$ cat config.mk
export PLATFORM = sky130hd
export DESIGN_NAME = borl_relay
export DESIGN_NICKNAME = d
export VERILOG_FILES = /design/src/shared/borl_pkg.sv /design/src/rtl/borl_relay.sv /design/src/rtl/borl_timer.sv
export SDC_FILE = /design/constraint.sdc
export NUM_CORES = 1
export LEC_CHECK = 0
export BUFFER_PORTS_ARGS = -buffer_cell sky130_fd_sc_hd__buf_2
export CORE_MARGIN = 3
export CORE_UTILIZATION = 40
export CTS_CLUSTER_DIAMETER = 200
export DETAILED_ROUTE_END_ITERATION = 8
export GPL_TIMING_DRIVEN = 0
export RECOVER_POWER = 100
export SLEW_MARGIN = 20
export SYNTH_ARGS = -nofsm -noshare
export SYNTH_HDL_FRONTEND = slang
export SYNTH_SLANG_ARGS = --single-unit
export TNS_END_PERCENT = 10
$ cat constraint.sdc
create_clock -name clk -period 3.6 [get_ports clk]
set_input_delay 0 -clock clk [delete_from_list [all_inputs] [get_ports clk]]
set_output_delay 0 -clock clk [all_outputs]
set_load 0.05 [all_outputs]
$ cat src/shared/borl_pkg.sv
package borl_pkg;

	// Assignment structure
	localparam int NUM_ASSIGN = 7;
	localparam int LIST_W     = 32;
	localparam int SEL_W      = 5;

	// Time settings, counted in 10 ms steps
	localparam int        TIME_W      = 16;
	localparam int        STEP_MS     = 10;
	localparam int        CLK_NS      = 40;
	localparam int        STEP_CYCLES = (STEP_MS * 1000000) / CLK_NS;
	localparam int        TICK_W      = 20;
	localparam [15:0]     TIME_MAX    = 16'h7530;
	localparam [15:0]     TIME_ZERO   = 16'h0000;
	localparam [15:0]     TIME_ONE    = 16'h0001;

	// Reset values
	localparam logic      RST_RELAY   = 1'b0;
	localparam logic      RST_LATCH   = 1'b0;

	// Relay state machine
	typedef enum logic [1:0] {
		BORL_OFF,
		BORL_ON,
		BORL_LATCHED
	} borl_state_t;

endpackage

$ cat src/rtl/borl_relay.sv
`timescale 1ns/1ps
module borl_relay
	import borl_pkg::*;
#(
	parameter int N_ASSIGN   = NUM_ASSIGN,
	parameter int LIST_WIDTH = LIST_W,
	parameter int SEL_WIDTH  = SEL_W,
	parameter int TICK_CYC   = STEP_CYCLES
) (
	input  wire logic                                clk,
	input  wire logic                                rst_b,
	input  wire logic [LIST_WIDTH-1:0]               sig_list,
	input  wire logic [N_ASSIGN-1:0]                 assign_en,
	input  wire logic [N_ASSIGN-1:0][SEL_WIDTH-1:0]  assign_sel,
	input  wire logic [N_ASSIGN-1:0]                 sig_invert,
	input  wire logic                                out_invert,
	input  wire logic                                latch_en,
	input  wire logic                                ack_en,
	input  wire logic [SEL_WIDTH-1:0]                ack_sel,
	input  wire logic [TIME_W-1:0]                   hold_time,
	input  wire logic [TIME_W-1:0]                   off_delay,
	output logic                                     relay_out,
	output logic                                     relay_state,
	output logic                                     latched,
	output logic                                     ack_setting_avail,
	output logic                                     hold_active,
	output logic                                     off_delay_active
);

	////////////////////////////////////////////////////////////////////////
	// Functions

	// Pick one entry of the assignment list, zero when out of range
	function automatic logic pick(
		input logic [LIST_WIDTH-1:0] list,
		input logic [SEL_WIDTH-1:0]  idx
	);
		logic hit;
		hit = 1'b0;
		for (int i = 0; i < LIST_WIDTH; i++) begin
			if (idx == SEL_WIDTH'(i))
				hit = list[i];
		end
		return hit;
	endfunction

	// Steps to tick counts; one extra tick covers prescaler phase
	function automatic logic [TIME_W-1:0] steps(
		input logic [TIME_W-1:0] setting
	);
		logic [TIME_W-1:0] clamped;
		clamped = (setting > TIME_MAX) ? TIME_MAX : setting;
		if (clamped == TIME_ZERO)
			return TIME_ZERO;
		return clamped + TIME_ONE;
	endfunction

	////////////////////////////////////////////////////////////////////////
	// Step tick prescaler

	localparam logic [TICK_W-1:0] TICK_LAST = TICK_W'(TICK_CYC - 1);

	logic [TICK_W-1:0] presc;
	logic [TICK_W-1:0] next_presc;
	logic              tick;
	wire               presc_wrap = (presc == TICK_LAST);

	assign next_presc = presc_wrap ? '0 : presc + TICK_W'(1);

	always_ff @(posedge clk) begin
		if (!rst_b)
			presc <= '0;
		else
			presc <= next_presc;
	end

	always_ff @(posedge clk) begin
		if (!rst_b)
			tick <= 1'b0;
		else
			tick <= presc_wrap;
	end

	////////////////////////////////////////////////////////////////////////
	// Assigned signal combination

	logic [N_ASSIGN-1:0] slot_val;
	logic                drive;

	genvar g;
	generate
		for (g = 0; g < N_ASSIGN; g++) begin : gen_slot
			// Unassigned slot contributes nothing
			assign slot_val[g] = assign_en[g]
				& (pick(sig_list, assign_sel[g]) ^ sig_invert[g]);
		end
	endgenerate

	assign drive = |slot_val;

	////////////////////////////////////////////////////////////////////////
	// Acknowledge and latching

	wire ack_raw = ack_en & pick(sig_list, ack_sel);
	wire ack_eff = ack_raw & latch_en;

	borl_state_t state;
	borl_state_t next_state;

	always_comb begin
		next_state = state;
		case (state)
			BORL_OFF: begin
				if (drive)
					next_state = BORL_ON;
			end
			BORL_ON: begin
				if (!drive)
					next_state = BORL_OFF;
				else if (latch_en)
					next_state = BORL_LATCHED;
			end
			BORL_LATCHED: begin
				// Pending pickup beats acknowledge
				if (!latch_en)
					next_state = drive ? BORL_ON : BORL_OFF;
				else if (ack_eff && !drive)
					next_state = BORL_OFF;
			end
			default: begin
				next_state = BORL_OFF;
			end
		endcase
	end

	always_ff @(posedge clk) begin
		if (!rst_b)
			state <= BORL_OFF;
		else
			state <= next_state;
	end

	wire demand = drive | (state == BORL_LATCHED);

	////////////////////////////////////////////////////////////////////////
	// Switch-off delay

	logic off_busy;

	borl_timer #(
		.W        (TIME_W)
	) u_off_timer (
		.clk      (clk),
		.rst_b    (rst_b),
		.load     (demand),
		.load_val (steps(off_delay)),
		.tick     (tick),
		.busy     (off_busy)
	);

	wire request = demand | off_busy;

	////////////////////////////////////////////////////////////////////////
	// Minimum hold of each new state

	logic hold_busy;
	logic relay_int;
	logic next_relay_int;
	wire  change = (request != relay_int) & ~hold_busy;

	assign next_relay_int = change ? request : relay_int;

	borl_timer #(
		.W        (TIME_W)
	) u_hold_timer (
		.clk      (clk),
		.rst_b    (rst_b),
		.load     (change),
		.load_val (steps(hold_time)),
		.tick     (tick),
		.busy     (hold_busy)
	);

	always_ff @(posedge clk) begin
		if (!rst_b)
			relay_int <= RST_RELAY;
		else
			relay_int <= next_relay_int;
	end

	////////////////////////////////////////////////////////////////////////
	// Registered outputs

	always_ff @(posedge clk) begin
		if (!rst_b)
			relay_out <= RST_RELAY;
		else
			relay_out <= next_relay_int ^ out_invert;
	end

	always_ff @(posedge clk) begin
		if (!rst_b)
			relay_state <= RST_RELAY;
		else
			relay_state <= next_relay_int;
	end

	always_ff @(posedge clk) begin
		if (!rst_b)
			latched <= RST_LATCH;
		else
			latched <= (next_state == BORL_LATCHED);
	end

	always_ff @(posedge clk) begin
		if (!rst_b)
			ack_setting_avail <= 1'b0;
		else
			ack_setting_avail <= latch_en;
	end

	always_ff @(posedge clk) begin
		if (!rst_b)
			hold_active <= 1'b0;
		else
			hold_active <= hold_busy | change;
	end

	always_ff @(posedge clk) begin
		if (!rst_b)
			off_delay_active <= 1'b0;
		else
			off_delay_active <= off_busy & ~demand;
	end

endmodule

$ cat src/rtl/borl_timer.sv
`timescale 1ns/1ps
module borl_timer
	import borl_pkg::*;
#(
	parameter int W = TIME_W
) (
	input  wire logic         clk,
	input  wire logic         rst_b,
	input  wire logic         load,
	input  wire logic [W-1:0] load_val,
	input  wire logic         tick,
	output logic              busy
);

	logic [W-1:0] count;
	logic [W-1:0] next_count;
	wire          nonzero = (count != '0);

	////////////////////////////////////////////////////////////////////////
	// Countdown in step ticks
	assign next_count = load ? load_val
		: (tick && nonzero) ? count - W'(1) : count;
	assign busy = nonzero;

	always_ff @(posedge clk) begin
		if (!rst_b)
			count <= '0;
		else
			count <= next_count;
	end

endmodule

; ---- Word-level counts from Yosys, hierarchy flattened
; Index checks and enable logic that the tools add are counted.
; W data, S select, Z words.
[op_classes]
add_sub_neg = 5
magnitude_cmp = 2
n_eq_ne = 253
reduce_logical = 21
bitwise = 25
mux = 276
[ops]
columns = op, count
row1 = $eq A5 B5 Y1 const B, 128
row2 = $eq A5 B4 Y1 const B, 64
row3 = $mux W1, 260
row4 = $eq A5 B3 Y1 const B, 32
row5 = $mux W16, 10
row6 = $eq A5 B2 Y1 const B, 16
row7 = $eq A5 B1 Y1 const B, 8
row8 = $logic_not A5 Y1, 8
row9 = $add A16 B1 Y16 const B, 2
row10 = $gt A16 B15 Y1 const B, 2
row11 = $logic_not A16 Y1, 2
row12 = $reduce_bool A16 Y1, 2
row13 = $sub A16 B1 Y16 const B, 2
row14 = $add A20 B1 Y20 const B, 1
row15 = $eq A20 B18 Y1 const B, 1
row16 = $and A1 B1 Y1, 11
row17 = $mux W2, 5
row18 = $xor A1 B1 Y1, 8
row19 = $reduce_or A7 Y1, 1
row20 = $pmux W2 S3, 1
row21 = $eq A2 B2 Y1 const B, 2
row22 = $reduce_bool A2 Y1, 2
row23 = $logic_and A1 B1 Y1, 3
row24 = $not A1 Y1, 3
row25 = other kinds (6), 8
[word_totals]
out_inout_bits = 6
reg_bits = 61
elab_cells = 593
inputBits = 123

; ---- Longest topological paths before layout
; Gate-level depths: netlist of the first run.
[logic_depth]
word_depth = 42
depth_mapped = 17
mapped_depth_nobuf = 16

; ---- Hierarchy
; Synthesis of the first run repeated with hierarchy kept, for this count alone.
[unflattened]
hier_cells = 1164
area_unflattened_um2 = 8127.8
[modules_own_cells]
columns = module, area_per_inst_um2, seq_area_each_um2, cells_each, instances
row1 = borl_relay, 6188.4, 580.6, 922, 1
row2 = borl_timer, 969.7, 320.3, 121, 2

; ---- Least setup slack after synthesis of the first run
; No wires, ideal clock.
[synth_timing]
path_type = input -> register
from = in assign_sel[30] (netlist bit)
to = reg u_hold_timer.count[6]
setup_time_ps = 116
t_arrival_ps = 2926
slack_ps = 558
stages = 13
n_path_buf = 3
required_ps = 3484
path_cell_list = buf_4 -> buf_4 -> nand3b_1 -> a21oi_1 -> o311ai_0 -> nand3_1 -> o22a_2 -> mux2i_1 -> or4_4 -> or4_4 -> and3_1 -> buf_6 -> a31o_2
[synth_via]
elab_chain_len = 41
elab_cells_between_ends = 73
classes_between = 32 x eq/ne / 33 x mux / 5 x bitwise / 3 x reduce/logical
[synth_rtl]
columns = item, line
row1 = from (decl), borl_relay.sv:14  ; input wire logic [N_ASSIGN-1:0][SEL_WIDTH-1:0] assign_sel,
row2 = $logic_not A5 Y1, borl_relay.sv:41  ; if (idx == SEL_WIDTH'(i))
row3 = $mux W1 (31 in series), borl_relay.sv:41
row4 = $mux W1 *, borl_relay.sv:41
row5 = $xor A1 B1 Y1 *, borl_relay.sv:95  ; & (pick(sig_list, assign_sel[g]) ^ sig_invert[g]);
row6 = $and A1 B1 Y1 *, borl_relay.sv:95
row7 = $reduce_or A7 Y1 *, borl_relay.sv:99  ; assign drive = |slot_val;
row8 = $or A1 B1 Y1 *, borl_relay.sv:143  ; wire demand = drive | (state == BORL_LATCHED);
row9 = $or A1 B1 Y1 *, borl_relay.sv:161  ; wire request = demand | off_busy;
row10 = $ne A1 B1 Y1 *, borl_relay.sv:169  ; wire change = (request != relay_int) & ~hold_busy;
row11 = $and A1 B1 Y1 *, borl_relay.sv:169
row12 = $mux W16 / $reduce_bool A2 Y1 (equally long branches), n/a
row13 = to (signal assigned), borl_timer.sv:29  ; count <= next_count;
row14 = to (decl), borl_timer.sv:15  ; logic [W-1:0] count;
; Every way passes the cells marked *; elsewhere a longest branch is shown, timed or not.
; A chain may end at the register's enable or synchronous reset.

; ---- Worst setup path after layout of the first run
[layout_timing]
from = in sig_list[18]
to = reg u_hold_timer.count[14]
[layout_via]
elab_chain_len = 22
elab_cells_between_ends = 119
classes_between = 1 x eq/ne / 99 x mux / 17 x bitwise / 2 x reduce/logical
[layout_rtl]
columns = item, line
row1 = from (decl), borl_relay.sv:12  ; input wire logic [LIST_WIDTH-1:0] sig_list,
row2 = $mux W1 (14 in series), borl_relay.sv:41
row3 = $xor A1 B1 Y1, borl_relay.sv:95
row4 = $and A1 B1 Y1, borl_relay.sv:95
row5 = $reduce_or A7 Y1 *, borl_relay.sv:99
row6 = $or A1 B1 Y1 *, borl_relay.sv:143
row7 = $or A1 B1 Y1 *, borl_relay.sv:161
row8 = $ne A1 B1 Y1 *, borl_relay.sv:169
row9 = $and A1 B1 Y1 *, borl_relay.sv:169
row10 = $mux W16 / $reduce_bool A2 Y1 (equally long branches), n/a
; Marked as above.

==> impl_metrics.py, run 1 <==
metrics = {
    "cts": {
        "cts_buffers": 9,
        "max-clock-path-buffers": 2,
        "postCtsSetupBuffers": 0,
        "cts.sinks": 61,
        "htreeDepth": 3,
        "clock_latency_ps": 330,
        "cts_tree": "built",
        "root_buffer": "clkbuf_16",
        "clkTransAtPathRegs_ps": 60,
    },
    "critical_path": {
        "setup.worst_path.start": "sig_list[18]",
        "arrival_ps": 3650,
        "crit_end": "u_hold_timer.count[14]",
        "start_kind": "input pin",
        "r2r_end": "u_hold_timer.count[13]",
        "reg2reg_depth": 10,
        "r2r_slack_ps": 450,
        "endpoint_kind": "register",
        "critical_path_class": "in2reg",
        "cp_max_fo": 9,
        "reg2reg_from": "u_hold_timer.count[5]",
        "cp_data_required_time_ps": 3840,
    },
    "route": {
        "wl_per_cell_um": 19.37,
        "drt_iter0_drc": 919,
        "drc": 0,
        "routed_wl_um": 29600,
        "final_antenna_net_count": 0,
        "vias": 9524,
        "firstDrtPassIters": 5,
        "vias_per_cell": 6.233,
    },
    "finish": {
        "nets": 1388,
        "insertedDiodeCount": 0,
        "syn_to_final_growth_pct": 13.83,
        "num-fill-cells": 2088,
        "final_util_pct": 47.10,
        "drive_above_1_share_pct": 14.81,
    },
    "run_status": {
        "status": "finished clean",
    },
    "pwr": {
        "p_total_mw": 3.231,
        "pwr_density_cell_nw_per_um2": 346.8,
        "ir_drop_uv": 264.9,
        "p_leak_nw": 3.512,
    },
    "yosys": {
        "syn_nets": 1278,
        "ys_ff_latch": 61,
        "synth_ff_type": "dfxtp_1",
        "yosysWarnings": 0,
        "synth_edf_count": 0,
        "syn_avg_cell_area_um2": 7.130,
        "syn_inst": 1148,
        "synthDistinctLibCells": 99,
        "syn_area_um2": 8185,
        "async_flop_share_pct": 0,
        "yosysSeqAreaShare_pct": 14.92,
    },
    "die": {
        "coreArea_um2": 19780,
        "num_rows": 51,
        "die_w_um": 149.1,
        "dieArea_um2": 22220,
        "io_pins": 129,
        "die_y_um": 149.1,
        "start_util_pct": 41.38,
    },
    "timing": {
        "period_share_pct": 94.66,
        "finalHoldViolCount": 0,
        "setup_viol": 0,
        "period_needed_ps": 3408,
        "tightest_slew_ps": 933.5,
        "maxSlewHeadroom_pct": 37.77,
        "skew_ps": 9.591,
        "fmax_mhz": 293.5,
        "maxSlewViolCount": 0,
    },
    "place": {
        "place_congestion": 0.9531,
        "hpwl_um": 21420,
        "portBuffers": 98,
    },
    "worst_hold_path": {
        "min_path_type": "in2reg",
    },
    "global_routing": {
        "grt_pass1_wl_um": 46380,
        "gr-total-overflow": 0,
        "grtUsageTotal_pct": 25.85,
        "grt_pass1_vias": 8948,
        "grt_antenna_before_repair": 0,
        "grt_max_degree": 13,
    },
    "flow_run": {
        "maxCapViolations": 0,
    },
}
## how the worst min path moves through the flow
stage,from,to,slack (ps),cells past startpoint
after floorplan,latch_en,ack_setting_avail,120,2
after global placement,out_invert,relay_out,270,3
after detailed placement,out_invert,relay_out,280,3
after CTS,off_delay[12],u_off_timer.count[12],40,3
after global routing,off_delay[12],u_off_timer.count[12],70,3
final,off_delay[12],u_off_timer.count[12],40,3
## synthesized netlist by cell type, drive strengths merged (24+ instances only)
master	instances	area share (%)
buf	35	2.4
nor2	95	4.4
clkbuf	59	3.1
inv	49	2.2
nand2b	37	2.9
nand2	94	4.3
o21ai	48	2.9
nand4	24	1.8
a21oi	41	2.5
mux2i	36	4.4
xnor2	30	3.2
xor2	33	3.5
nor2b	27	2.1
nand3	51	3.1
nor3	47	2.9
dfxtp	61	15
## placed cells by master (no fill, tap or decap), drive strengths merged, types with 7 or more instances in the layout
cell     Yosys  layout
buf         35     126
nor2        95      95
nand2       94      94
clkbuf      59      74
dfxtp       61      61
nand3       51      51
inv         49      50
o21ai       48      48
nor3        47      47
a21oi       41      41
nand2b      37      37
mux2i       36      36
xor2        33      33
xnor2       30      30
nor2b       27      27
nand4       24      24
o211ai      19      19
nand3b      19      19
o22ai       18      18
nor4        18      18
a211oi      17      17
a31oi       16      16
nor3b       16      16
or3         16      16
and3        15      15
mux2        14      14
a311oi      12      12
nand4b      10      10
a21boi      10      10
or4         10      10
a21o         8       8
o32ai        8       8
o31ai        8       8
a2111oi      8       8
mux4         8       8
ha           7       7
a221oi       7       7
or3b         7       7
and2         7       7
## flip-flops by register name, summed over array words and instances, names as in the netlist
signal              flops
ack_setting_avail       1
hold_active             1
latched                 1
off_delay_active        1
presc                  20
relay_out               1
relay_state             1
state                   2
tick                    1
u_hold_timer.count     16
u_off_timer.count      16
## area by class of cell
class | count | area [um2] | area share (%)
multi-input cells | 942 | 6324 | 67.87
flip-flops and latches | 61 | 1221 | 13.11
repair buffers | 100 | 501.7 | 5.385
plain buffers | 94 | 451.7 | 4.848
well taps | 265 | 331.6 | 3.558
clock buffers | 9 | 225.2 | 2.417
inverters | 50 | 187.7 | 2.014
clock inverters | 7 | 75.07 | 0.8057
## cell families (layout without fill, tap and decap cells)
kind of cell / Yosys count / count (layout) / synth area share [%]
AO/OA/AOI/OAI: 299 / 299 / 26.57
multiplexers: 58 / 58 / 8.621
XOR/XNOR: 63 / 63 / 6.741
adder cells (fa/ha/maj): 8 / 8 / 1.192
flip-flops: 61 / 61 / 14.92
buffers and inverters: 145 / 260 / 7.857
AND/OR/NAND/NOR: 514 / 514 / 34.10
## worst max-delay path, cell delays in order
cell,delay [ps]
clkbuf_1,370
nand3b_1,220
a21oi_1,90
o311ai_0,660
nand3_1,150
o22a_2,230
mux2i_1,160
or4_1,640
or4_4,540
and3_1,210
buf_6,130
a221oi_2,250
## what timing repair did
action | in CTS | in global routing
setup endpoints to repair | 0 | 17
hold endpoints to repair | 3 | 0
hold buffers | 2 | 0
resized for setup | 0 | 1
## power by group
group	switching [mW]	leakage, nW	internal (mW)
Clock	0.328	0.138	0.537
Combinational	0.910	2.87	0.576
Sequential	0.0983	0.499	0.782
## stage by stage
stage                     instance area [um2]  worst slack (ps)  instances  setup TNS (ps)  hold WS, ps
after floorplan                          8185             557.6       1148               0        120.4
after global placement                   9007            -187.4       1511           -1712        274.2
after detailed placement                 9007            -197.8       1511           -1826        275.9
after CTS                                9328             131.1       1529               0        39.51
after global routing                     9318            -9.106       1528          -9.106        65.94
final                                    9318             192.4       1528               0        44.33
## routing by layer
| metal | up-vias | track usage, % | wire (um) |
|---|---|---|---|
| met4 | 0 | 8.375 | 901 |
| met5 | - | 0 | 0 |
| met3 | 70 | 4.376 | 2893 |
| li1 | 4546 | - | - |
| met1 | 4440 | 35.21 | 12410 |
| met2 | 468 | 41.71 | 13390 |
(Power assumes the default switching activity.)
==> inputs of run 2 (changes only) <==
==> constraint.sdc (replaced) <==
create_clock -name clk -period 3.6 [get_ports clk]
set_input_delay 0.18 -clock clk [delete_from_list [all_inputs] [get_ports clk]]
set_output_delay 0.18 -clock clk [all_outputs]
set_load 0.05 [all_outputs]
==> run 2 against run 1 <==
Sequential power hardly changed. Non-clock buffer count is 1 higher. Largest cell class unchanged. Cell area hardly changed.
==> impl_metrics.py, run 2 (synthesized netlist as in run 1, its figures left out) <==
metrics = {
    "pwr": {
        "ir_drop_uv": 265.0,
        "clkPwrFrac_pct": 26.7,
        "p_leak_nw": 3.521,
        "p_total_mw": 3.237,
        "p_sw_share_pct": 41.29,
        "p_seq_share_pct": 27.2,
        "pwr_density_cell_nw_per_um2": 347.2,
        "power_switching_mw": 1.337,
        "p_int_mw": 1.901,
        "comb_power_share_pct": 46.1,
    },
    "die": {
        "dieArea_um2": 22220,
        "num_rows": 51,
        "coreArea_um2": 19780,
        "start_util_pct": 41.38,
        "die_y_um": 149.1,
        "die_w_um": 149.1,
        "io_pins": 129,
    },
    "timing": {
        "tightest_slew_ps": 945.2,
        "rsz0062_at_grt": "no",
        "setup_viol": 0,
        "maxSlewHeadroom_pct": 36.99,
        "period_needed_ps": 3425,
        "hold_ws_ps": 112.6,
        "maxSlewViolCount": 0,
        "fmax_mhz": 291.9,
        "period_share_pct": 95.15,
        "finalHoldViolCount": 0,
        "skew_ps": 9.236,
    },
    "finish": {
        "final_util_pct": 47.13,
        "syn_to_final_growth_pct": 13.91,
        "reg_top3": "presc (20), u_hold_timer.count (16), u_off_timer.count (16)",
        "final_common_cell": "buf_2",
        "insertedDiodeCount": 0,
        "regMostFlops": "presc",
        "num-fill-cells": 2083,
        "final_cell_mix": "109 x buf_2, 95 x nor2_1, 94 x nand2_1",
        "multiInputGateArea_um2": 6329,
        "largest_reg_flops": 20,
        "nets": 1389,
        "instances_no_fill": 1529,
        "seq_area_um2": 1221,
        "drive_above_1_share_pct": 15.11,
    },
    "cts": {
        "cts_buffers": 9,
        "max-clock-path-buffers": 2,
        "hold_buffers": 0,
        "htreeDepth": 3,
        "clock_latency_ps": 330,
        "clkTransAtPathRegs_ps": 50,
        "cts_tree": "built",
        "cts.sinks": 61,
        "root_buffer": "clkbuf_16",
    },
    "place": {
        "place_congestion": 0.9531,
        "hpwl_um": 21420,
        "post-place-cells": 1511,
        "portBuffers": 98,
    },
    "route": {
        "final_antenna_net_count": 0,
        "drc": 0,
        "routed_wl_um": 29510,
        "vias_per_cell": 6.289,
        "firstDrtPassIters": 7,
        "wl_per_cell_um": 19.30,
        "drt_iter0_drc": 844,
        "vias": 9616,
    },
    "global_routing": {
        "grt_pass1_vias": 8932,
        "grtUsageTotal_pct": 25.86,
        "grt_pass1_wl_um": 46370,
        "gr-total-overflow": 0,
        "grt_max_degree": 13,
        "grt_antenna_before_repair": 0,
    },
    "critical_path": {
        "r2r_slack_ps": 440,
        "start_kind": "input pin",
        "critical_path_class": "in2reg",
        "reg2reg_from": "u_hold_timer.count[5]",
        "endpoint_kind": "register",
        "cp_data_required_time_ps": 3840,
        "reg2reg_depth": 10,
        "arrival_ps": 3670,
        "r2r_end": "u_hold_timer.count[13]",
        "cp_max_fo": 10,
    },
    "run_status": {
        "status": "finished clean",
    },
    "flow_run": {
        "maxCapViolations": 0,
    },
    "worst_hold_path": {
        "holdCritStartpoint": "out_invert",
        "worstHoldPathCells": 3,
        "holdPathEnd": "relay_out",
        "min_path_type": "in2reg",
    },
}
==> run 2: changes by cell type in the layout (fill, tap and decap cells not counted), sizes merged <==
cell	previous run	this run
buf	126	125
clkbuf	74	78
dlygate4sd3	2	0
==> run 2: worst max path at each step <==
stage,startpoint,endpoint,slack [ps],cells after the start
finish,sig_list[21],u_hold_timer.count[14],170,12
global route,assign_sel[11],u_hold_timer.count[4],30,12
CTS,sig_list[28],u_hold_timer.count[14],160,13
detailed placement,sig_list[28],u_off_timer.count[5],-380,12
global placement,sig_list[18],u_off_timer.count[4],-370,11
floorplan,assign_sel[30],u_hold_timer.count[6],380,13
==> run 2: power groups by stage <==
stage | Combinational (mW) | Sequential, mW | Clock (mW)
after floorplan | 1.01 | 0.918 | 0
after global placement | 1.46 | 0.887 | 0
after detailed placement | 1.46 | 0.889 | 0
after CTS | 1.47 | 0.878 | 0.885
after global routing | 1.64 | 0.894 | 0.923
final | 1.49 | 0.880 | 0.865
==> run 2: repair_timing <==
| action | CTS | global route |
|---|---|---|
| endpoints found under the setup margin | 3 | 23 |
| pin swaps | 0 | 1 |
| resized for setup | 1 | 10 |
| buffers inserted | 0 | 3 |
| gates cloned | 0 | 0 |
==> run 2: stage by stage <==
stage / setup WS, ps / area, um2 / setup TNS, ps
floorplan: 377.6 / 8185 / 0
global placement: -367.4 / 9007 / -6505
detailed placement: -377.8 / 9007 / -6536
CTS: 157.2 / 9314 / 0
global route: 25.46 / 9324 / 0
finish: 174.5 / 9324 / 0
==> run 2: area by class of cell <==
cell class	instances	share of cell area, %
timing repair buffer	101	5.341
clock buffer	9	2.415
inverter	50	2.013
tap	265	3.556
buffer	94	4.898
clock inverter	7	0.8052
sequential	61	13.10
multi-input combinational	942	67.87
==> run 2: layer usage <==
metal  GRT usage [%]  routed length [um]
met4           8.467                1060
met5               0                   0
met3           4.558                2904
met2           41.71               13210
met1           35.09               12330
==> run 2: critical path: stages <==
cell and delay [ps]:
clkbuf_1 190, clkbuf_1 580, o21ai_0 210, a2bb2oi_1 170, o31a_2 360, o211ai_1 100, nand4b_1 180, or4_4 580
or4_4 520, and3_1 210, buf_6 130, a221oi_2 250
